===== src/inc/sar_seq_pkg.sv =====
// Package: constants and types for the conversion sequencer
`default_nettype none
package sar_seq_pkg;

   localparam int          RES_BITS        = 18;
   // Convert-rate ceiling and derived minimum spacing between convert edges
   localparam int          MAX_RATE_SPS    = 400000;
   localparam int          CLK_HZ          = 50000000;
   localparam int          MIN_PERIOD_CYC  = CLK_HZ / MAX_RATE_SPS;
   // Internal conversion clock divider (one step per enable pulse)
   localparam int          STEP_DIV        = 2;
   // Output code landmarks
   localparam logic [17:0] CODE_ZERO       = 18'h00000;
   localparam logic [17:0] CODE_POS_MAX    = 18'h1FFFF;
   localparam logic [17:0] CODE_NEG_MAX    = 18'h20000;
   localparam logic [17:0] RESULT_RST      = 18'h00000;
   localparam int          TOP_BIT         = RES_BITS - 1;

   typedef enum logic [5:0] {
      ST_ACQ    = 6'b000001,
      ST_OPEN   = 6'b000010,
      ST_HOLD   = 6'b000100,
      ST_TRIAL  = 6'b001000,
      ST_FINISH = 6'b010000,
      ST_SLEEP  = 6'b100000
   } seq_state_t;

endpackage : sar_seq_pkg
`default_nettype wire


===== src/logic/sar_conversion_sequencer.sv =====
// Successive-approximation conversion sequencer with saturating output
//
// Operation
// - Acquisition grounds array tops, switches track inputs
// - Convert rising edge after acquisition starts conversion
// - Open ground switches before moving arrays to ground
// - Convert value captured when acquisition ends
// - Eighteen MSB-first trials, keep bit per comparator
// - After last trial return to acquisition, flag done
// - Trials timed by internal clock, never serial clock
// - Result belongs to this conversion, no latency
// - Power down between conversions
// - Rate up to 400k; host spaces edges accordingly
// - Output is 18-bit two's complement
// - Over-range saturates to maximum positive code
// - Under-range saturates to most negative code unless over-range is also set
`timescale 1ns/1ps
`default_nettype none
module sar_conversion_sequencer
   import sar_seq_pkg::*;
#(
   parameter int N = RES_BITS
) (
   input  wire logic         clk_sys,
   input  wire logic         nrst,
   input  wire logic         convert_trigger,
   input  wire logic         comp_out,
   input  wire logic         over_range,
   input  wire logic         under_range,
   output var  logic         positive_ground_switch,
   output var  logic         negative_ground_switch,
   output var  logic         array_to_input,
   output var  logic         array_to_ground,
   output var  logic [N-1:0] dac_ctrl,
   output var  logic         comp_enable,
   output var  logic         power_up,
   output var  logic         busy,
   output var  logic         conv_done,
   output var  logic [N-1:0] result,
   output var  logic         rate_violation
);
   // ------------------------------------------------------------
   // State and datapath registers
   // ------------------------------------------------------------
   localparam int BW = $clog2(N);
   localparam int PW = $clog2(MIN_PERIOD_CYC + 1);
   localparam logic [BW-1:0] TOP_IDX = BW'(N - 1);
   localparam logic [PW-1:0] PERIOD  = PW'(MIN_PERIOD_CYC);

   seq_state_t     state_r, state_nxt;
   logic [N-1:0]   sar_r, sar_nxt;
   logic [N-1:0]   trial_r, trial_nxt;
   logic [BW-1:0]  bit_r, bit_nxt;
   logic           cnv_q_r;
   logic           ovr_r, ovr_nxt;
   logic           und_r, und_nxt;
   logic [PW-1:0]  gap_r;
   logic           step_en;
   logic [N-1:0]   cur_mask;
   logic [N-1:0]   nxt_mask;
   logic [N-1:0]   decided;
   logic [N-1:0]   next_try;

   // ------------------------------------------------------------
   // Decode
   // ------------------------------------------------------------
   wire cnv_rise  = convert_trigger & ~cnv_q_r;
   wire idle      = (state_r == ST_ACQ) | (state_r == ST_SLEEP);
   wire start     = idle & cnv_rise;
   wire too_soon  = cnv_rise & (gap_r != '0);
   wire last_bit  = (bit_r == '0);
   wire run_steps = ~idle;
   wire in_finish = (state_r == ST_FINISH);
   // Offset binary from the array becomes two's complement by MSB flip
   wire [N-1:0] twos = {~sar_r[N-1], sar_r[N-2:0]};
   wire [N-1:0] code = ovr_r ? CODE_POS_MAX :
                       und_r ? CODE_NEG_MAX : twos;

   // ------------------------------------------------------------
   // Per-bit trial decode
   // ------------------------------------------------------------
   // One-hot masks keep the bit update free of variable-index writes
   for (genvar i = 0; i < N; i++) begin : g_bit
      assign cur_mask[i] = (bit_r == BW'(i));
      if (i < N - 1) begin : g_below
         assign nxt_mask[i] = cur_mask[i + 1];
      end else begin : g_top
         assign nxt_mask[i] = 1'b0;
      end
      // Comparator high means the trial overshot: drop that bit
      assign decided[i]  = trial_r[i] & ~(cur_mask[i] & comp_out);
      assign next_try[i] = decided[i] | nxt_mask[i];
   end

   // Internal conversion clock; serial clock never enters here
   step_divider #(
      .DIV     (STEP_DIV)
   ) u_div (
      .clk_sys (clk_sys),
      .nrst    (nrst),
      .run     (run_steps),
      .step_en (step_en)
   );

   // ------------------------------------------------------------
   // Next-state logic
   // ------------------------------------------------------------
   always_comb begin
      state_nxt = state_r;
      sar_nxt   = sar_r;
      trial_nxt = trial_r;
      bit_nxt   = bit_r;
      ovr_nxt   = ovr_r;
      und_nxt   = und_r;
      unique case (state_r)
         ST_ACQ: begin
            // One tracking cycle after a result, then sleep; power is already down in both
            if (start) begin
               state_nxt = ST_OPEN;
               ovr_nxt   = over_range;
               und_nxt   = under_range;
            end else begin
               state_nxt = ST_SLEEP;
            end
         end
         ST_SLEEP: begin
            if (start) begin
               state_nxt = ST_OPEN;
               // Range flags sampled with the input, at the edge
               ovr_nxt   = over_range;
               und_nxt   = under_range;
            end
         end
         ST_OPEN: begin
            if (step_en) begin
               state_nxt = ST_HOLD;
               // Every element back to ground while the charge is held
               trial_nxt = '0;
            end
         end
         ST_HOLD: begin
            if (step_en) begin
               state_nxt = ST_TRIAL;
               bit_nxt   = TOP_IDX;
               sar_nxt   = '0;
               trial_nxt = '0;
               trial_nxt[N-1] = 1'b1;
            end
         end
         ST_TRIAL: begin
            if (step_en) begin
               sar_nxt = decided;
               if (last_bit) begin
                  state_nxt = ST_FINISH;
                  trial_nxt = decided;
               end else begin
                  bit_nxt   = bit_r - 1'b1;
                  trial_nxt = next_try;
               end
            end
         end
         ST_FINISH: begin
            state_nxt = ST_ACQ;
         end
         default: begin
            state_nxt = ST_SLEEP;
         end
      endcase
   end

   // ------------------------------------------------------------
   // Sequencer registers
   // ------------------------------------------------------------
   always_ff @(posedge clk_sys or negedge nrst) begin
      if (!nrst) begin
         state_r <= ST_SLEEP;
         sar_r   <= '0;
         trial_r <= '0;
         bit_r   <= '0;
         ovr_r   <= 1'b0;
         und_r   <= 1'b0;
      end else begin
         state_r <= state_nxt;
         sar_r   <= sar_nxt;
         trial_r <= trial_nxt;
         bit_r   <= bit_nxt;
         ovr_r   <= ovr_nxt;
         und_r   <= und_nxt;
      end
   end

   // ------------------------------------------------------------
   // Convert edge detector
   // ------------------------------------------------------------
   // Starts low, so a level already high at release counts as a rise
   always_ff @(posedge clk_sys or negedge nrst) begin
      if (!nrst) begin
         cnv_q_r <= 1'b0;
      end else begin
         cnv_q_r <= convert_trigger;
      end
   end

   // ------------------------------------------------------------
   // Spacing monitor
   // ------------------------------------------------------------
   // Edges closer than the rated period are flagged; ignored while a conversion runs, accepted once idle
   always_ff @(posedge clk_sys or negedge nrst) begin
      if (!nrst) begin
         gap_r <= '0;
      end else if (start) begin
         gap_r <= PERIOD - 1'b1;
      end else if (gap_r != '0) begin
         gap_r <= gap_r - 1'b1;
      end
   end

   always_ff @(posedge clk_sys or negedge nrst) begin
      if (!nrst) begin
         rate_violation <= 1'b0;
      end else begin
         rate_violation <= too_soon;
      end
   end

   // ------------------------------------------------------------
   // Switch and comparator outputs
   // ------------------------------------------------------------
   // Ground switches close only in tracking; arrays leave inputs
   // one step after the switches open, so charge is trapped cleanly
   wire track_nxt = (state_nxt == ST_ACQ) | (state_nxt == ST_SLEEP);
   wire open_nxt  = (state_nxt == ST_OPEN);
   wire gnd_nxt   = (state_nxt == ST_HOLD) | (state_nxt == ST_TRIAL);
   wire trial_go  = (state_nxt == ST_TRIAL);
   wire [N-1:0] dac_nxt = trial_nxt & {N{gnd_nxt}};

   // Both ground switches move together on the same edge
   always_ff @(posedge clk_sys or negedge nrst) begin
      if (!nrst) begin
         positive_ground_switch <= 1'b1;
         negative_ground_switch <= 1'b1;
      end else begin
         positive_ground_switch <= track_nxt;
         negative_ground_switch <= track_nxt;
      end
   end

   // Array terminals: inputs while tracking and during the open step
   always_ff @(posedge clk_sys or negedge nrst) begin
      if (!nrst) begin
         array_to_input  <= 1'b1;
         array_to_ground <= 1'b0;
      end else begin
         array_to_input  <= track_nxt | open_nxt;
         array_to_ground <= gnd_nxt;
      end
   end

   // Element switches and comparator follow the trial register
   always_ff @(posedge clk_sys or negedge nrst) begin
      if (!nrst) begin
         dac_ctrl    <= '0;
         comp_enable <= 1'b0;
      end else begin
         dac_ctrl    <= dac_nxt;
         comp_enable <= trial_go;
      end
   end

   // ------------------------------------------------------------
   // Power and busy
   // ------------------------------------------------------------
   // Core power only while converting, so idle draw tracks the rate
   always_ff @(posedge clk_sys or negedge nrst) begin
      if (!nrst) begin
         power_up <= 1'b0;
         busy     <= 1'b0;
      end else begin
         power_up <= ~track_nxt;
         busy     <= ~track_nxt;
      end
   end

   // ------------------------------------------------------------
   // Result register
   // ------------------------------------------------------------
   // Done pulse lines up with the result update for the host
   always_ff @(posedge clk_sys or negedge nrst) begin
      if (!nrst) begin
         conv_done <= 1'b0;
      end else begin
         conv_done <= in_finish;
      end
   end

   // Code held until the next conversion completes
   always_ff @(posedge clk_sys or negedge nrst) begin
      if (!nrst) begin
         result <= RESULT_RST;
      end else if (in_finish) begin
         result <= code;
      end
   end

endmodule : sar_conversion_sequencer
`default_nettype wire


===== src/logic/step_divider.sv =====
// Step enable divider: internal conversion clock as a one-cycle pulse
`timescale 1ns/1ps
`default_nettype none
module step_divider
   import sar_seq_pkg::*;
#(
   parameter int DIV = STEP_DIV
) (
   input  wire logic clk_sys,
   input  wire logic nrst,
   input  wire logic run,
   output var  logic step_en
);
   localparam int CW = (DIV > 1) ? $clog2(DIV) : 1;
   localparam logic [CW-1:0] LAST = CW'(DIV - 1);

   logic [CW-1:0] cnt_r;
   wire           wrap = (cnt_r == LAST);

   // Stops while idle so the divider burns nothing between conversions
   always_ff @(posedge clk_sys or negedge nrst) begin
      if (!nrst) begin
         cnt_r   <= '0;
         step_en <= 1'b0;
      end else if (!run) begin
         cnt_r   <= '0;
         step_en <= 1'b0;
      end else begin
         cnt_r   <= wrap ? '0 : cnt_r + 1'b1;
         step_en <= wrap;
      end
   end
endmodule : step_divider
`default_nettype wire


===== config.mk =====
export PLATFORM = sky130hd
export DESIGN_NAME = sar_conversion_sequencer
export DESIGN_NICKNAME = d
export VERILOG_FILES = /design/src/inc/sar_seq_pkg.sv /design/src/logic/sar_conversion_sequencer.sv /design/src/logic/step_divider.sv
export SDC_FILE = /design/constraint.sdc
export NUM_CORES = 1
export LEC_CHECK = 0
export ABC_AREA = 1
export BUFFER_PORTS_ARGS = -buffer_cell sky130_fd_sc_hd__buf_2
export CORE_MARGIN = 3
export CORE_UTILIZATION = 52
export CTS_CLUSTER_DIAMETER = 120
export CTS_CLUSTER_SIZE = 25
export DETAILED_ROUTE_END_ITERATION = 16
export GPL_ROUTABILITY_DRIVEN = 0
export PLACE_DENSITY = 0.77
export REMOVE_ABC_BUFFERS = 1
export SLEW_MARGIN = 20
export SYNTH_ARGS = -nofsm -noshare
export SYNTH_HDL_FRONTEND = slang
export SYNTH_SLANG_ARGS = --single-unit

===== constraint.sdc =====
create_clock -name clk_sys -period 2.5 [get_ports clk_sys]
set_clock_uncertainty 0.1 [all_clocks]
set_input_delay 0.125 -clock clk_sys [delete_from_list [all_inputs] [get_ports clk_sys]]
set_output_delay 0.125 -clock clk_sys [all_outputs]
set_load 0.02 [all_outputs]

* After elaboration in Yosys (flattened, before gate mapping)
Index checks and enable logic that the tools add are counted.
** Word-level totals
- Flip-flop bits (word level) :: 102
- Bits of input ports :: 6
- Output and inout port bits :: 45
- Word-level logic and storage cells :: 169
** Cells by class
- $add $sub $neg :: 3
- Equal/unequal tests :: 31
- Mux-type cells :: 26
- Bitwise operators :: 82
- Reduce and logical (&&, ||, !) cells :: 8
** Operator list (number)
- $mux 18 :: 7
- $pmux 18 s3 :: 1
- $eq 5x4->1 const B :: 8
- $and 1x1->1 :: 39
- $mux 6 :: 6
- $pmux 18 s2 :: 1
- $pmux 6 s6 :: 1
- $not 1->1 :: 21
- $or 1x1->1 :: 21
- $eq 5x3->1 const B :: 4
- $and 18x18->18 :: 1
- $mux 17 :: 1
- $mux 5 :: 3
- $mux 7 :: 2
- $eq 6x1->1 const B :: 2
- $eq 6x2->1 const B :: 2
- $eq 6x3->1 const B :: 2
- $eq 6x4->1 const B :: 2
- $eq 6x6->1 const B :: 2
- $eq 5x2->1 const B :: 2
- $eq 5x5->1 const B :: 2
- $pmux 5 s2 :: 1
- $reduce_bool 7->1 :: 1
- $sub 7x1->7 const B :: 1
- other kinds (13) :: 17

* Logic depth before layout (Yosys ltp)
Gate-level depths: netlist of the first run.
- Word-level depth :: 9
- Mapped depth :: 11
- Mapped depth without buffers :: 11

* Cells and area by module
From an unflattened synthesis of the first run, not the netlist that was laid out.
** Unflattened totals
- Cell total of the unflattened synthesis :: 592
- Area, all modules :: 4883.4 sq um
** By module, submodules not included
- sar_conversion_sequencer :: instances 1, cells each 586, area an instance 4815.9 sq um, sequential area each 2506.2 sq um
- step_divider :: instances 1, cells each 6, area an instance 67.6 sq um, sequential area each 50.0 sq um

* Worst setup path after synthesis of the first run
OpenSTA, ideal clock, no wires.
- Path kind :: flip-flop to flip-flop
- Start :: register bit_r[0]
- End :: register dac_ctrl[0]
- Setup time :: 0.119 ns
- Data arrival time :: 1.604 ns
- Required time :: 2.281 ns
- Setup slack :: 0.677 ns
- Cell stages (with the launch flop) :: 11
- Buffers on the path :: 1
- Clock period less this slack :: 1.823 ns
- Cell sequence :: dfrtp_1 > inv_1 > ha_1 > inv_1 > nor2_2 > nand2_2 > o21ai_2 > nand2_2 > nor2_4 > buf_6 > nor2_1
** On the way
- Elaborated cells between the ends (all ways) :: 16
- Classes of those cells :: eq/ne (3); mux (6); bitwise (6); reduce/logical (1)
** RTL lines
- from (decl) :: RTL line sar_conversion_sequencer.sv:53 : logic [BW-1:0] bit_r, bit_nxt;
- from (signal assigned) :: RTL line sar_conversion_sequencer.sv:186 : bit_r <= bit_nxt;
- $logic_not 5->1 * :: RTL line sar_conversion_sequencer.sv:71 : wire last_bit = (bit_r == '0);
- $mux 6 * :: RTL line sar_conversion_sequencer.sv:153 : if (last_bit) begin
- $mux 6 * :: RTL line sar_conversion_sequencer.sv:151 : if (step_en) begin
- $pmux 6 s6 * :: RTL line sar_conversion_sequencer.sv:115 : unique case (state_r)
- named net state_nxt[3] :: RTL line sar_conversion_sequencer.sv:50 : seq_state_t state_r, state_nxt;
- $eq 6x3->1 / $eq 6x4->1 (equally long branches) :: RTL line sar_conversion_sequencer.sv:233 : wire gnd_nxt = (state_nxt == ST_HOLD) | (state_nxt == ST_TRIAL);
- $or 1x1->1 * :: RTL line sar_conversion_sequencer.sv:233
- $and 18x18->18 * :: RTL line sar_conversion_sequencer.sv:235 : wire [N-1:0] dac_nxt = trial_nxt & {N{gnd_nxt}};
- named net dac_nxt[0] :: RTL line sar_conversion_sequencer.sv:235
- to (signal assigned) :: RTL line sar_conversion_sequencer.sv:265 : dac_ctrl <= dac_nxt;
- to (decl) :: RTL line sar_conversion_sequencer.sv:34 : output var logic [N-1:0] dac_ctrl,
Mark *: on every way through the listed nets, which the timed path passes. The rest lies on a longest branch.
A chain may end at the register's enable or synchronous reset.

* Worst setup path in the final report of the first run
- Start :: register bit_r[0]
- End :: register dac_ctrl[8]
The elaborated chain is that of the path after synthesis.

==> qor.yml, run 1 <==
status:
  status: "complete, no violations"
timing:
  rsz0062_at_grt: "false"
  hold_viol_final: 0
  worst_slack_ps: 448
  finalCriticalPeriod_ps: 2050
  clock.fmax_mhz: 487
  slew_headroom: 0.619
  worst_slew_pin_slew_ps: 572
  setup_viol_count_final: 0
  setup_tns_ps: 0
  min_period_over_period: 0.821
  drv_slew: 0
  whs_ps: 161
synthesis:
  ys_ff_latch: 102
  ys_warn_count: 0
  synth_top_area_cell: "dfrtp_1"
  yosys.cell_types.count: 30
  netlist.area_leader.share: 0.517
  synthCells: 574
  yosysSeqAreaShare: 0.534
  syn_area_mm2: 0.00479
  yosys_most_used_dff: "dfrtp_1"
  netlist_top_cells_count: "nand2_1 (183), dfrtp_1 (99), inv_1 (58)"
  synth-async-reset-ratio: 1.00
  synth.avg_cell_area_um2: 8.34
  yosysMostFrequentCell: "nand2_1"
  synth.area.top_cells: "dfrtp_1 (52%), nand2_1 (14%), inv_1 (4.5%)"
  synth-edff-count: 0
place:
  io_buffers: 50
  dpl_worst_slack_ps: 471
  placedCellCount: 716
  placedInstanceArea_mm2: 0.00511
  post-dp-hpwl_um: 7250
clock_network:
  cts_root_buf: "clkbuf_8"
  numCtsBuffers: 9
  clk_pin_slew_ps: 110
  numClockSinks: 102
  htree_num_levels: 3
  clk_path_buf_depth: 2
  clk_latency_ps: 380
  cts_tree: "done"
  cts_setup_buffers: 0
  cts_resized: 0
die:
  rows: 34
  core_mm2: 0.00885
  die_h_um: 102
  start_util: 0.541
  dieArea_mm2: 0.0104
  die_w_um: 102
  ios: 51
pwr:
  powerDensity_mw_per_mm2: 667
  ir_drop_mv: 0.287
  p_leak_uw: 0.00298
min_path:
  hp-class: "input pin to asynchronous set/reset pin"
final_layout:
  syn_to_final_growth_pct: 11.4
  multi_input_area_mm2: 0.00187
  seqCellArea_mm2: 0.00256
  diodes: 0
  drive_gt1_frac: 0.178
  fillers: 771
  final_nets: 636
  final_cells: 736
  fin_area_mm2: 0.00534
grt:
  track_usage: 0.201
  grt_max_degree: 57
  grt_pass1_vias: 3522
  antenna_found_initial: 0
  grt_pass1_wl_um: 16400
  grt-ovfl-total: 0
detailed_routing:
  viasPerCell: 5.14
  first_pass_iters: 5
  wire_per_inst_um: 13.3
  wirelength_um: 9820
  antenna_left: 0
  drt_iter0_drc: 218
  num_vias: 3785
  drt_drc_violations_left: 0
setup_path:
  end_kind: "flip-flop"
  worst-setup-path-type: "flip-flop to flip-flop"
  critical_path.slowest_cell: "dfrtp_1"
  crit_fanout: 19
  cp.arrival_ps: 2210
  crit_required_ps: 2650
  cp_cell_sequence: "inv_1 > ha_1 > inv_1 > nor2_2 > nand2_2 > o21ai_2 > nand2_2 > nor2_4 > buf_4 > a21oi_1"
  cp_slowest_stage_delay_ps: 440
  start_kind: "flip-flop"
run:
  max_cap_violations: 0
==> worst max-delay path: cells and delay by family, from the launching register on <==
family	cells	cell delay, ps
DFF	1	440
and+or+nand+nor	4	440
buffers and inverters	3	510
adders and majority gates	1	200
AOI/OAI and AO/OA	2	240
==> registers in the layout, summed over array words and instances (netlist names) <==
name	flops
conv_done	1
result	18
gap_r	7
und_r	1
u_div.step_en	1
array_to_input	1
state_r	6
sar_r	18
bit_r	5
negative_ground_switch	1
rate_violation	1
u_div.cnt_r	1
array_to_ground	1
trial_r	18
ovr_r	1
comp_enable	1
dac_ctrl	18
cnv_q_r	1
busy	1
==> kinds of logic after synthesis <==
| group | synth area share |
|---|---|
| and+or+nand+nor | 0.282 |
| DFF | 0.534 |
| buffers and inverters | 0.0763 |
| AOI/OAI and AO/OA | 0.0792 |
| adders and majority gates | 0.0183 |
| xor gates and xnor gates | 0.00549 |
| muxes | 0.00470 |
==> layout by cell type, fill, tap and decap left out, types with 4 or more instances in the layout <==
master         instances
o21ai_1               15
a21oi_1                9
nor2_1                56
nand2_1              183
inv_2                  8
nand2_2                5
dfrtp_1               99
buf_2                 49
a21oi_2                6
o22ai_1                6
inv_1                 58
clkbuf_8               9
ha_1                   7
buf_4                  5
nand4_1                9
nand3_1               31
dlygate4sd3_1          4
nor3_1                 4
nor2_2                 5
o21ai_0               29
nor2_4                 7
==> final cells by class <==
| class | instances | share of cell area |
|---|---|---|
| clock buffers | 9 | 0.0232 |
| clock inverters | 7 | 0.0120 |
| inverters | 66 | 0.0464 |
| multi-input cells | 385 | 0.350 |
| flip-flops and latches | 102 | 0.479 |
| well taps | 108 | 0.0253 |
| repair buffers | 59 | 0.0642 |
==> routing by layer <==
metal / track usage / vias up / share of wire
met1: 0.285 / 1765 / 0.47
met4: 0.0636 / 0 / 0.019
met5: 0 / - / 0
met2: 0.312 / 100 / 0.46
li1: - / 1897 / -
met3: 0.0423 / 23 / 0.048
==> timing repair <==
| item | in CTS | in global routing |
|---|---|---|
| hold endpoints to repair | 47 | 0 |
| hold buffers | 4 | 0 |
| endpoints found under the setup margin | 0 | 0 |
==> path summary, 6_finish.rpt <==
path / startpoint / endpoint / slack [ps] / cells after the start
setup reg to reg: bit_r[0] / dac_ctrl[8] / 450 / 10
setup / recovery: bit_r[0] / dac_ctrl[8] / 450 / 10
hold reg to reg: u_div.cnt_r / u_div.cnt_r / 320 / 1
max in group asynchronous: nrst / sar_r[2] / 1440 / 3
hold / removal: nrst / conv_done / 160 / 2
min in group clk_sys: comp_out / sar_r[3] / 200 / 4
==> metrics by stage <==
| stage | util | total power, µW |
|---|---|---|
| 5_1_grt | 0.603 | 3750 |
| 3_3_place_gp | 0.577 | 2560 |
| 6_report | 0.603 | 3560 |
| 2_1_floorplan | - | 2390 |
| 4_1_cts | 0.603 | 3580 |
| 3_5_place_dp | 0.577 | 2590 |
==> power breakdown <==
group          switching, µW  total (µW)  internal [µW]
logic                    381         579            198
registers                160        1990           1830
clock network            609         993            384
(Power assumes the default switching activity.)
==> run 2, diff against run 1 <==
Clock period 2.5 ns to 2.1 ns, I/O delays scaled along.
==> qor.yml, run 2 (synthesis results as in run 1) <==
setup_path:
  r2r_cells: 10
  cp_slowest_stage_delay_ps: 420
  rrSetupSlack_ps: 110
  r2r_start: "bit_r[1]"
  cp_cell_sequence: "inv_1 > ha_1 > inv_1 > nor2_2 > nand2_2 > o21ai_2 > nand2_2 > nor2_4 > buf_4 > a21oi_1"
  endpoint: "dac_ctrl[2]"
  worstReg2RegEnd: "dac_ctrl[2]"
  worst-setup-path-type: "flip-flop to flip-flop"
  start_kind: "flip-flop"
  cp.arrival_ps: 2140
  startpoint: "bit_r[1]"
  critical_path.slowest_cell: "dfrtp_1"
  crit_fanout: 9
  end_kind: "flip-flop"
  crit_required_ps: 2250
detailed_routing:
  drt_drc_violations_left: 0
  first_pass_iters: 5
  antenna_left: 0
  drt_iter0_drc: 260
  wirelength_um: 10300
  wire_per_inst_um: 13.8
  viasPerCell: 5.15
  num_vias: 3845
die:
  dieArea_mm2: 0.0104
  core_mm2: 0.00885
  start_util: 0.541
  ios: 51
  die_w_um: 102
  die_h_um: 102
  rows: 34
final_layout:
  final_cell_mix: "nand2_1 (183), dfrtp_1 (99), inv_1 (57), nor2_1 (56), buf_2 (49)"
  syn_to_final_growth_pct: 13.0
  final_nets: 646
  drive_gt1_frac: 0.193
  final_common_cell: "nand2_1"
  diodes: 0
  fin_area_mm2: 0.00541
  fillers: 765
timing:
  rsz0062_at_grt: "false"
  min_period_over_period: 0.948
  finalCriticalPeriod_ps: 1990
  setup_tns_ps: 0
  worst_slack_ps: 110
  drv_slew: 0
  hold_viol_final: 0
  slew_headroom: 0.606
  clock.fmax_mhz: 502
  worst_slew_pin_slew_ps: 591
  setup_viol_count_final: 0
grt:
  track_usage: 0.207
  grt_pass1_wl_um: 16900
  grt-ovfl-total: 0
  grt_pass1_vias: 3533
  grt_max_degree: 53
  antenna_found_initial: 0
clock_network:
  numClockSinks: 102
  htree_num_levels: 3
  clk_pin_slew_ps: 100
  cts_tree: "done"
  cts_root_buf: "clkbuf_8"
  clk_latency_ps: 370
  numCtsBuffers: 9
  clk_path_buf_depth: 2
place:
  post-dp-hpwl_um: 7330
  dpl_worst_slack_ps: 118
  placedInstanceArea_mm2: 0.00516
  io_buffers: 50
pwr:
  p_leak_uw: 0.00302
  powerDensity_mw_per_mm2: 786
  ir_drop_mv: 0.435
status:
  status: "complete, no violations"
min_path:
  hp-class: "input pin to asynchronous set/reset pin"
run:
  max_cap_violations: 0
## run 2: changes by cell type in the layout (fill, tap and decap cells not counted), sizes merged
cell,change
inv,-2
clkbuf,+1
clkinv,+1
buf,+10
## run 2: power breakdown
group | leakage, µW | internal (µW) | switching [µW]
Combinational | 0.00171 | 248 | 470
Sequential | 0.00122 | 2180 | 188
Clock | 0.0000906 | 472 | 700
## run 2: final cells by class
cell class                 instances  area (µm²)  share of cell area
sequential                       102        2560               0.472
multi-input combinational        385        1870               0.345
timing repair buffer              69         422              0.0779
inverter                          66         248              0.0458
clock buffer                      10         138              0.0254
tap                              108         135              0.0250
clock inverter                     6        45.0             0.00832
## run 2: worst min path at each step
stage	start	cells past startpoint	to	slack (ps)
2_1_floorplan	nrst	0	array_to_ground	-290
3_3_place_gp	nrst	1	conv_done	-10
3_5_place_dp	nrst	1	conv_done	-3
4_1_cts	nrst	2	conv_done	130
5_1_grt	nrst	2	conv_done	160
6_report	nrst	2	conv_done	130
## run 2: worst max-delay path, delay by kind of cell (launching register included)
kind | cells | cell delay (ps)
AOI/OAI and AO/OA | 2 | 240
adders and majority gates | 1 | 220
buffers and inverters | 3 | 420
DFF | 1 | 420
and+or+nand+nor | 4 | 480
## run 2: repair_timing
item | in CTS | in global routing
hold endpoints to repair | 41 | 0
gates resized for setup | 0 | 2
endpoints found under the setup margin | 0 | 21
hold buffers | 4 | 0
buffers inserted | 0 | 3
## run 2: per-stage QoR
stage	hold slack [ps]	util	instances	power, µW
finish	127	0.612	746	4250
global route	162	0.612	746	4500
CTS	134	0.609	743	4270
detailed placement	-3.45	0.583	723	3100
global placement	-9.86	0.583	723	3050
floorplan	-291	-	553	2850
## run 2: per-layer routing
metal | GRT usage | share of wire | vias up
met1 | 0.296 | 0.47 | 1757
li1 | - | - | 1917
met4 | 0.0747 | 0.022 | 0
met3 | 0.0375 | 0.056 | 27
met5 | 0 | 0 | -
met2 | 0.316 | 0.45 | 144
